--- src/core/pwr_ctrl_map.vh ---
`ifndef PWR_CTRL_MAP_VH
`define PWR_CTRL_MAP_VH
// APB register byte offsets
`define REG_CTRL      12'h000
`define REG_WAKE_EN   12'h004
`define REG_PORT_DIR  12'h008
`define REG_PORT_OUT  12'h00C
`define REG_PULLUP    12'h010
`define REG_PORT_IN   12'h014
`define REG_STATUS    12'h018
`define REG_IRQ_MASK  12'h01C
`define REG_WDT_CLR   12'h020
// Control register fields
`define CTRL_WDT_SEL_LO   0
`define CTRL_WDT_EN       2
`define CTRL_FAST_WAKE    3
`define CTRL_RST_PIN_EN   4
`define CTRL_LIGHT_CMD    5
`define CTRL_DEEP_CMD     6
`define CTRL_FAST_CLK     7
`define CTRL_RESET        8'h00
// Status bits
`define ST_EXT_IRQ0   0
`define ST_WAKE       1
`define ST_WDT        2
`define ST_EXT_RST    3
// Timing in slow / system clocks
`define BOOT_SLOW_CLKS    1024
`define NORM_WAKE_CLKS    1024
`define FAST_WAKE_CLKS    128
`define WDT_P0            2048
`define WDT_P1            4096
`define WDT_P2            16384
`define WDT_P3            256
`endif

--- src/core/sleep_wakeup_watchdog_ctrl.v ---
// Decided for this implementation: register access over APB and the placing of the registers.
`timescale 1ns/1ps
`default_nettype none
`include "pwr_ctrl_map.vh"

// Summary of operation
// - Disabled pin wake bit blocks its wake-up
// - Bit five: input/open-drain, no pull-up, reset option
// - Other bits: input or output, optional pull-up
// - Line zero interrupts on both edges
// - Watchdog period select 2048/4096/16384/256 slow clocks
// - Fast wake resumes after 128 clocks, plus startup only on deep exit with fast clock set
// - Normal wake waits 1024 slow clocks
// - Light suspend halts core, clocks keep running
// - Deep suspend gates system clock, memory kept
// - Power-on waits 1024 slow clocks before run
module sleep_wakeup_watchdog_ctrl #(
    parameter WDT_W        = 15,
    parameter FAST_OSC_SU  = 16
) (
    input  wire        pclk,          // Bus and system clock
    input  wire        presetn,       // Async reset, low active
    input  wire        psel,          // APB select
    input  wire        penable,       // APB enable
    input  wire        pwrite,        // APB direction
    input  wire [11:0] paddr,         // APB byte address
    input  wire [31:0] pwdata,        // APB write data
    output wire [31:0] prdata,        // APB read data
    output wire        pready,        // APB ready
    output wire        pslverr,       // APB error
    input  wire        slow_rc_tick,  // One pulse per slow osc clock
    input  wire [7:0]  port_in,       // Pin levels
    output wire [7:0]  port_out,      // Pin drive values
    output wire [7:0]  port_oe,       // Pin drive enables
    output wire [7:0]  port_pullup,   // Pull-up enables
    output wire        core_run,      // Core may execute
    output wire        sys_clk_en,    // System clock gate
    output wire        fast_rc_osc_en, // Fast oscillator on
    output wire        slow_rc_osc_en, // Slow oscillator on
    output wire        timer_run,     // Timer keeps counting
    output wire        chip_reset,    // Reset to the core
    output wire        irq            // Level interrupt
);
    localparam ST_BOOT  = 3'd0;
    localparam ST_RUN   = 3'd1;
    localparam ST_LIGHT = 3'd2;
    localparam ST_DEEP  = 3'd3;
    localparam ST_WFAST = 3'd4;
    localparam ST_WSLOW = 3'd5;

    reg  [7:0]  ctrl_r;
    reg  [7:0]  wake_en_r;
    reg  [7:0]  dir_r;
    reg  [7:0]  out_r;
    reg  [7:0]  pull_r;
    reg  [3:0]  status_r;
    reg  [3:0]  mask_r;
    reg  [7:0]  pin_prev_r;
    reg  [2:0]  state_r;
    reg  [10:0] cnt_r;
    reg  [WDT_W-1:0] wdt_r;
    reg  [31:0] rdata_r;
    reg         wdt_clr_r;
    reg         was_deep_r;

    wire wr = psel & penable & pwrite;
    wire rd = psel & penable & ~pwrite;
    // Read data is captured in setup so it stands through the access edge
    wire rd_setup = psel & ~penable & ~pwrite;
    wire mapped = (paddr <= `REG_WDT_CLR) && (paddr[1:0] == 2'b00);

    function [WDT_W-1:0] wdt_limit;
        input [1:0] sel;
        reg   [31:0] lim;
        begin
            case (sel)
                2'b00:   lim = `WDT_P0;
                2'b01:   lim = `WDT_P1;
                2'b10:   lim = `WDT_P2;
                default: lim = `WDT_P3;
            endcase
            wdt_limit = lim[WDT_W-1:0];
        end
    endfunction

    wire [7:0] toggled = port_in ^ pin_prev_r;
    wire       wake_hit = |(toggled & wake_en_r);
    wire       irq0_edge = toggled[0];
    wire       ext_rst = ctrl_r[`CTRL_RST_PIN_EN] & ~port_in[5];
    wire       wdt_exp = ctrl_r[`CTRL_WDT_EN] &
                         (wdt_r >= wdt_limit(ctrl_r[1:0]) - 1'b1);
    wire       wdt_fire = wdt_exp & slow_rc_tick;
    wire       sleeping = (state_r == ST_LIGHT) | (state_r == ST_DEEP);

    assign pready  = 1'b1;
    assign pslverr = psel & penable & ~mapped;
    assign prdata  = rdata_r;
    assign irq     = |(status_r & mask_r);
    // Bit five never drives high; open-drain pulls low only
    assign port_out    = {out_r[7:6], 1'b0, out_r[4:0]};
    assign port_oe     = {dir_r[7:6], dir_r[5] & ~out_r[5] &
                          ~ctrl_r[`CTRL_RST_PIN_EN], dir_r[4:0]};
    assign port_pullup = {pull_r[7:6], 1'b0, pull_r[4:0]};
    assign core_run    = (state_r == ST_RUN);
    assign sys_clk_en  = (state_r != ST_DEEP);
    assign fast_rc_osc_en = (state_r != ST_DEEP);
    assign slow_rc_osc_en = 1'b1;
    assign timer_run   = (state_r != ST_DEEP);
    assign chip_reset  = (state_r == ST_BOOT);

    // Power state machine; reset sources restart the boot wait
    always @(posedge pclk or negedge presetn) begin
        if (!presetn) begin
            state_r    <= ST_BOOT;
            cnt_r      <= 11'h000;
            was_deep_r <= 1'b0;
        end else if (wdt_fire | ext_rst) begin
            state_r <= ST_BOOT;
            cnt_r   <= 11'h000;
        end else begin
            case (state_r)
                ST_BOOT: begin
                    if (slow_rc_tick) begin
                        if (cnt_r == `BOOT_SLOW_CLKS - 1) begin
                            state_r <= ST_RUN;
                            cnt_r   <= 11'h000;
                        end else begin
                            cnt_r <= cnt_r + 11'h001;
                        end
                    end
                end
                ST_RUN: begin
                    cnt_r <= 11'h000;
                    if (wr && paddr == `REG_CTRL &&
                        pwdata[`CTRL_DEEP_CMD]) begin
                        state_r    <= ST_DEEP;
                        was_deep_r <= 1'b1;
                    end else if (wr && paddr == `REG_CTRL &&
                                 pwdata[`CTRL_LIGHT_CMD]) begin
                        state_r    <= ST_LIGHT;
                        was_deep_r <= 1'b0;
                    end
                end
                ST_LIGHT, ST_DEEP: begin
                    if (wake_hit) begin
                        state_r <= ctrl_r[`CTRL_FAST_WAKE] ?
                                   ST_WFAST : ST_WSLOW;
                    end
                end
                ST_WFAST: begin
                    // Deep exit with fast clock set adds fast oscillator start-up time
                    if (cnt_r == ((was_deep_r &&
                        ctrl_r[`CTRL_FAST_CLK]) ?
                        `FAST_WAKE_CLKS + FAST_OSC_SU - 1 :
                        `FAST_WAKE_CLKS - 1)) begin
                        state_r <= ST_RUN;
                        cnt_r   <= 11'h000;
                    end else begin
                        cnt_r <= cnt_r + 11'h001;
                    end
                end
                ST_WSLOW: begin
                    if (slow_rc_tick) begin
                        if (cnt_r == `NORM_WAKE_CLKS - 1) begin
                            state_r <= ST_RUN;
                            cnt_r   <= 11'h000;
                        end else begin
                            cnt_r <= cnt_r + 11'h001;
                        end
                    end
                end
                default: state_r <= ST_BOOT;
            endcase
        end
    end

    // Watchdog counts slow clocks in every state except boot, sleep and wake included
    always @(posedge pclk or negedge presetn) begin
        if (!presetn) begin
            wdt_r     <= {WDT_W{1'b0}};
            wdt_clr_r <= 1'b0;
        end else begin
            wdt_clr_r <= wr && paddr == `REG_WDT_CLR;
            if (wdt_clr_r || !ctrl_r[`CTRL_WDT_EN] || state_r == ST_BOOT)
                wdt_r <= {WDT_W{1'b0}};
            else if (slow_rc_tick && !wdt_exp)
                wdt_r <= wdt_r + 1'b1;
        end
    end

    // Registers, status and read data
    always @(posedge pclk or negedge presetn) begin
        if (!presetn) begin
            ctrl_r     <= `CTRL_RESET;
            wake_en_r  <= 8'hFF;
            dir_r      <= 8'h00;
            out_r      <= 8'h00;
            pull_r     <= 8'h00;
            status_r   <= 4'h0;
            mask_r     <= 4'h0;
            pin_prev_r <= 8'h00;
            rdata_r    <= 32'h0000_0000;
        end else begin
            pin_prev_r <= port_in;
            if (wr) begin
                case (paddr)
                    `REG_CTRL:     ctrl_r    <= {2'b00, pwdata[5:0]} |
                                                {pwdata[7], 7'h00};
                    `REG_WAKE_EN:  wake_en_r <= pwdata[7:0];
                    `REG_PORT_DIR: dir_r     <= pwdata[7:0];
                    `REG_PORT_OUT: out_r     <= pwdata[7:0];
                    `REG_PULLUP:   pull_r    <= pwdata[7:0];
                    `REG_IRQ_MASK: mask_r    <= pwdata[3:0];
                    default: ;
                endcase
            end
            if (wr && paddr == `REG_CTRL)
                ctrl_r[`CTRL_LIGHT_CMD] <= 1'b0;
            rdata_r <= 32'h0000_0000;
            if (rd_setup) begin
                case (paddr)
                    `REG_CTRL:     rdata_r <= {24'h000000,
                                               ctrl_r & 8'h9F};
                    `REG_WAKE_EN:  rdata_r <= {24'h000000, wake_en_r};
                    `REG_PORT_DIR: rdata_r <= {24'h000000, dir_r};
                    `REG_PORT_OUT: rdata_r <= {24'h000000, out_r};
                    `REG_PULLUP:   rdata_r <= {24'h000000, pull_r};
                    `REG_PORT_IN:  rdata_r <= {24'h000000, port_in};
                    `REG_STATUS:   rdata_r <= {28'h0000000, status_r};
                    `REG_IRQ_MASK: rdata_r <= {28'h0000000, mask_r};
                    default:       rdata_r <= 32'h0000_0000;
                endcase
            end
            // Read clears status; a new event in that cycle still sets
            status_r <= (rd && paddr == `REG_STATUS) ? 4'h0 : status_r;
            if (irq0_edge) status_r[`ST_EXT_IRQ0] <= 1'b1;
            if (wake_hit && sleeping) status_r[`ST_WAKE] <= 1'b1;
            if (wdt_fire) status_r[`ST_WDT] <= 1'b1;
            if (ext_rst) status_r[`ST_EXT_RST] <= 1'b1;
        end
    end
endmodule // sleep_wakeup_watchdog_ctrl
`default_nettype wire

--- config.mk ---
export PLATFORM = sky130hd
export DESIGN_NAME = sleep_wakeup_watchdog_ctrl
export DESIGN_NICKNAME = d
export VERILOG_FILES = /design/src/core/sleep_wakeup_watchdog_ctrl.v
export VERILOG_INCLUDE_DIRS = /design/src /design/src/core
export SDC_FILE = /design/constraint.sdc
export NUM_CORES = 1
export LEC_CHECK = 0
export ABC_AREA = 1
export BUFFER_PORTS_ARGS = -buffer_cell sky130_fd_sc_hd__buf_2
export CAP_MARGIN = 20
export CORE_MARGIN = 2
export CORE_UTILIZATION = 49
export CTS_CLUSTER_DIAMETER = 100
export DETAILED_ROUTE_END_ITERATION = 6
export GPL_TIMING_DRIVEN = 0
export PLACE_DENSITY_LB_ADDON = 0.08
export SLEW_MARGIN = 30
export SYNTH_ARGS = -nofsm -noshare
export SYNTH_HDL_FRONTEND = slang
export SYNTH_SLANG_ARGS = --single-unit
--- constraint.sdc ---
create_clock -name pclk -period 2.1 [get_ports pclk]
set_input_delay 0.42 -clock pclk [delete_from_list [all_inputs] [get_ports pclk]]
set_output_delay 0.42 -clock pclk [all_outputs]
set_load 0.05 [all_outputs]
==> After elaboration in Yosys (flattened, before gate mapping) <==
Index checks and enable logic that the tools add are counted.
{ "totals": {"regBits": 118, "in_bits": 58, "output_inout_bits": 65, "wordCells": 133} }
{ "classes": {"addsub": 3, "magnitude_cmp": 2, "eq_ne": 23, "n_mux": 27, "bitwise_logic": 24, "n_reduce_logical": 37} }
{ "op_table": {"columns": ["operator", "n"], "rows": [
  ["case mux 8 bit (8 select lines)", 1],
  ["== test 12 x 5 -> 1 bit (second input constant)", 4],
  ["case mux 15 bit (3 select lines)", 1],
  ["2-to-1 mux 11 bit", 4],
  ["case mux 11 bit (3 select lines)", 1],
  ["2-to-1 mux 15 bit", 2],
  ["== test 12 x 4 -> 1 bit (second input constant)", 2],
  ["2-to-1 mux 3 bit", 7],
  ["2-to-1 mux 8 bit", 2],
  ["adder 15 x 1 -> 15 bit (second input constant)", 1],
  ["greater-or-equal comparator 15 bit", 1],
  ["subtractor 15 x 1 -> 15 bit (second input constant)", 1],
  ["AND reduction 2 bit", 7],
  ["== test 12 x 3 -> 1 bit (second input constant)", 1],
  ["== test 12 x 6 -> 1 bit (second input constant)", 1],
  ["<= comparator 12 x 6 -> 1 bit (second input constant)", 1],
  ["zero test 12 bit", 1],
  ["case mux 3 bit (4 select lines)", 1],
  ["nonzero test 2 bit", 6],
  ["adder 11 x 1 -> 11 bit (second input constant)", 1],
  ["AND 1 bit", 11],
  ["== test 11 x 10 -> 1 bit (second input constant)", 1],
  ["== test 11 x 8 -> 1 bit", 1],
  ["logical AND 1 bit", 9],
  ["other kinds (27)", 48]
]} }

==> Depth between registers and ports, before layout <==
{ "depth": {"word_depth": 9, "mapped_depth": 18, "mapped_depth_nobuf": 17} }

==> Least setup slack after synthesis <==
OpenSTA, ideal clock, no wires.
{ "synth_timing": {"path_type": "input to output", "startpoint": "input port paddr[10]", "endpoint": "output port pslverr", "t_arrival_ps": 1921, "t_required_ps": 1680, "setup_slack_ps": -241, "path_stages": 6, "n_path_buf": 0, "cell_sequence": "inv_1 nand2_1 nor2_2 nand2_1 inv_1 a211oi_1"} }
{ "synth_via": {"elab_chain_cells": 4} }
{ "synth_rtl": {"columns": ["element", "line", "source"], "rows": [
  ["start: declaration", "sleep_wakeup_watchdog_ctrl.v:26", "input wire [11:0] paddr,"],
  ["<= comparator 12 x 6 -> 1 bit (no source line)", null, null],
  ["logical AND 1 bit", "sleep_wakeup_watchdog_ctrl.v:70", "wire mapped = (paddr <= `REG_WDT_CLR) && (paddr[1:0] == 2'b00);"],
  ["NOT 1 bit", "sleep_wakeup_watchdog_ctrl.v:96", "assign pslverr = psel & penable & ~mapped;"],
  ["AND 1 bit", "sleep_wakeup_watchdog_ctrl.v:96", null],
  ["end: declaration", "sleep_wakeup_watchdog_ctrl.v:30", "output wire pslverr,"]
]} }
No other way between the ends.

==> Worst setup path after layout <==
{ "layout_timing": {"startpoint": "register ctrl_r[1]", "endpoint": "register wdt_r[2]"} }
{ "layout_via": {"elab_chain_cells": 8, "elab_cells_between_ends": 10, "classes_between": "1 x add/sub; 1 x order compare; 2 x eq/ne; 1 x mux; 1 x bitwise; 4 x reduce/logical"} }
{ "layout_rtl": {"columns": ["element", "line", "source"], "rows": [
  ["start: declaration", "sleep_wakeup_watchdog_ctrl.v:51", "reg [7:0] ctrl_r;"],
  ["start signal: assignment", "sleep_wakeup_watchdog_ctrl.v:194", "ctrl_r <= `CTRL_RESET;"],
  ["start signal: assignment", "sleep_wakeup_watchdog_ctrl.v:207", "`REG_CTRL: ctrl_r <= {2'b00, pwdata[5:0]} |"],
  ["== test 2 bit, or another cell as far along", "sleep_wakeup_watchdog_ctrl.v:76", "case (sel)"],
  ["case mux 15 bit (3 select lines) *", "sleep_wakeup_watchdog_ctrl.v:76", null],
  ["subtractor 15 x 1 -> 15 bit *", "sleep_wakeup_watchdog_ctrl.v:91", "(wdt_r >= wdt_limit(ctrl_r[1:0]) - 1'b1);"],
  ["greater-or-equal comparator 15 bit *", "sleep_wakeup_watchdog_ctrl.v:91", null],
  ["AND 1 bit *", "sleep_wakeup_watchdog_ctrl.v:90", "wire wdt_exp = ctrl_r[`CTRL_WDT_EN] &"],
  ["zero test 1 bit *", "sleep_wakeup_watchdog_ctrl.v:186", "else if (slow_rc_tick && !wdt_exp)"],
  ["logical AND 1 bit *", "sleep_wakeup_watchdog_ctrl.v:186", null],
  ["nonzero test 2 bit (no source line) *", null, null],
  ["end signal: assignment", "sleep_wakeup_watchdog_ctrl.v:180", "wdt_r <= {WDT_W{1'b0}};"],
  ["end signal: assignment", "sleep_wakeup_watchdog_ctrl.v:185", "wdt_r <= {WDT_W{1'b0}};"],
  ["end signal: assignment", "sleep_wakeup_watchdog_ctrl.v:187", "wdt_r <= wdt_r + 1'b1;"],
  ["end: declaration", "sleep_wakeup_watchdog_ctrl.v:61", "reg [WDT_W-1:0] wdt_r;"]
]} }
Every way passes the cells marked *; elsewhere a longest branch is shown, timed or not.
A chain may end at the register's enable or synchronous reset.

==> flow_summary_export.csv <==
group,metric,value,unit
synthesis,synth_area_leader_cell,"dfrtp_1",
final_layout,final_common_cell,"nand2_1",
detailed_routing,wl_met2,7170,um
synthesis,ys_seq_area_share,43.5,%
final_layout,nNetsFinal,884,
final_layout,syn2layout_area_growth,23.1,%
sta,final-hold-violation-count,0,
place,placed_cells,929,
detailed_routing,drt-met1-wl,5950,um
critical_path,worstSetupEndpointType,"flip-flop",
synthesis,synth_top_area_share,39.6,%
sta,slew_headroom,44.2,%
sta,final_max_slew_viol_count,0,
synthesis,yosysWarnings,0,
worst_hold_path,hp-class,"in -> reg",
detailed_routing,num_vias,4865,
grt,overflow,0,
sta,setup_viol,30,
cts,cts_tree,"built",
critical_path,worstPathCellList,"ha_4, xnor2_4, ha_4, nand2_4, inv_2, a21oi_2, nand2_1, nor2_2, nand2_2, buf_4, a21boi_4, buf_6, nand2_2, a21oi_2",
cts,htree_levels,3,
pwr,p_per_area,616,nW/um^2
synthesis,synthFlopType,"dfrtp_1",
detailed_routing,via_per_inst,5.07,
critical_path,slowest_delay,0.48,ns
floorplanning,dieArea,11800,um^2
final_layout,diodes,0,
detailed_routing,drc,0,
sta,fin_crit,2.50,ns
outcome,failed_checks,"setup timing",
floorplanning,ios,123,
grt,grt_pass1_vias,4472,
detailed_routing,wl,14100,um
cts,clock_sinks,93,
pwr,peakVddDrop,0.000302,V
detailed_routing,dr.pass1.iters,5,
grt,antenna_found_initial,0,
floorplanning,coreArea,10800,um^2
final_layout,utilization,61.3,%
place,post-dp-hpwl,9990,um
critical_path,cpMaxStageDelayCell,"dfrtp_2",
sta,finalCritPeriodShare,119,%
critical_path,worstPathRequired,2.41,ns
place,io_buffers,70,
final_layout,final_cell_mix,"178 x nand2_1, 84 x dfrtp_1, 71 x buf_2",
cts,clkTransAtPathRegs,0.11,ns
critical_path,arrival,2.81,ns
synthesis,syn_avg_cell_area,7.77,um^2
synthesis,synth_seq_cells,93,
synthesis,synth_area_leaders,"dfrtp_1 40%, nand2_1 13%, buf_4 7.1%, o21ai_0 6.3%, inv_1 5.0%",
sta,rsz0062_at_grt,"true",
cts,numCtsBuffers,9,
final_layout,fin_cells,960,
detailed_routing,wire_per_inst,14.7,um
detailed_routing,dr.first_iter.drc_count,332,
detailed_routing,wl_met3,753,um
run,drv_cap,0,
cts,cts_buffer_depth,2,
detailed_routing,drt.antenna.violating_nets,0,
critical_path,r2r_slack,-0.40,ns
critical_path,critPathLaunchType,"flip-flop",
sta,worst_slack,-0.402,ns
synthesis,syn_inst,692,
sta,fmax,0.400,GHz
cts,cts.root.buffer_cell,"clkbuf_8",
final_layout,drive_above_1_share,29.4,%
cts,insertion_delay,0.38,ns
place,dpl_worst_slack,-0.519,ns
synthesis,synthArstFlopShare,100,%
sta,clock_skew,0.0127,ns
critical_path,critical_path_class,"reg -> reg",
synthesis,yosysUniqueCellTypes,43,
floorplanning,start_util,49.8,%
floorplanning,die_h,109,um
grt,grt_usage,24.1,%
critical_path,cp_max_fo,8,
outcome,status,"finished with violations",
floorplanning,row_count,38,
synthesis,synth_enable_flop_cells,0,
detailed_routing,routed.top_layer,"met4",
synthesis,synthesis.area,5380,um^2
grt,grt_pass1_wl,22000,um
grt,grt_max_degree,56,
floorplanning,die_w,109,um
sta,worstMarginPinSlew,0.833,ns
pwr,p_leak,3.30,nW
place,place_congestion,0.902,
-- through the flow --
step                      area (um^2)  hold WS (ns)  total power [mW]  setup TNS (ns)
after floorplan                  5480         0.124              2.58           -1.16
after global placement           6010         0.465              2.80          -40.91
after detailed placement         6040         0.358              2.83          -15.73
after CTS                        6440         0.173              4.03           -8.75
after global routing             6620         0.181              4.28          -14.53
final                            6620         0.180              4.08           -9.61
-- cell families (layout without fill, tap and decap cells) --
group	Yosys count	count (layout)	synth area share (%)
AND/OR/NAND/NOR	331	332	27.0
buffers and inverters	136	237	13.4
AO/OA/AOI/OAI	106	106	11.3
flip-flops	93	93	43.5
XOR/XNOR	13	13	2.12
adder cells (fa/ha/maj)	11	11	2.56
other	2	28	0.140
-- critical path, delay by kind of cell (launching register included) --
family / cells / cell delay (ns)
flops: 1 / 0.48
compound gates: 3 / 0.56
xor+xnor: 1 / 0.18
buf+inv: 3 / 0.34
fa+ha+maj: 2 / 0.45
simple gates: 5 / 0.43
-- final cells by class --
type	count	area (um^2)
Clock inverter	7	57.6
Multi-Input combinational cell	490	2690
Timing Repair Buffer	85	509
Inverter	77	294
Clock buffer	9	124
Tap cell	140	175
Buffer	59	433
Fill cell	958	4180
Sequential cell	93	2340
-- where the power goes --
group	switching, mW	internal [mW]	total [mW]
Combinational	0.684	0.315	0.999
Sequential	0.0627	1.85	1.91
Clock	0.716	0.447	1.16
-- repair_timing --
action | CTS | global route
cloned | 3 | 0
hold buffers | 1 | 0
buffers inserted | 9 | 2
setup endpoints to repair | 31 | 38
endpoints found under the hold margin | 38 | 0
gates resized for setup | 31 | 43
pin swaps | 17 | 22
-- cell usage after synthesis (all sizes together) (5+ instances only) --
library cell,count
nand2,197
dfrtp,85
inv,77
o21ai,75
buf,56
nor2,55
nand3,32
nor3,18
nand4,15
a21oi,12
ha,11
xor2,9
dfstp,8
nor4,5
o22ai,5
or2,5
-- routing by layer --
metal / up-vias / track usage [%]
met5: - / 0
met3: 19 / 3.17
li1: 2405 / -
met1: 2285 / 31.1
met2: 156 / 41.7
met4: 0 / 8.42
-- final timing paths --
kind / startpoint / end / cells past startpoint
setup / recovery: ctrl_r[1]$_DFFE_PN0P_ / wdt_r[2]$_DFFE_PN0P_ / 14
hold / removal: port_in[7] / pin_prev_r[7]$_DFF_PN0_ / 1
setup reg to reg: ctrl_r[1]$_DFFE_PN0P_ / wdt_r[2]$_DFFE_PN0P_ / 14
hold reg to reg: was_deep_r$_DFFE_PN0P_ / was_deep_r$_DFFE_PN0P_ / 2
max in group asynchronous: presetn / wake_en_r[1]$_DFFE_PN1P_ / 3
min in group asynchronous: presetn / wdt_r[0]$_DFFE_PN0P_ / 2
-- state kept, by name (all words and copies together) (netlist names) --
name and flops:
status_r 4, wdt_r 15, out_r 8, pull_r 8
mask_r 4, prdata 8, pin_prev_r 8, wdt_clr_r 1
wake_en_r 8, dir_r 8, state_r 3, cnt_r 11
was_deep_r 1, ctrl_r 6
No activity file was read; power rests on OpenSTA's default activity.
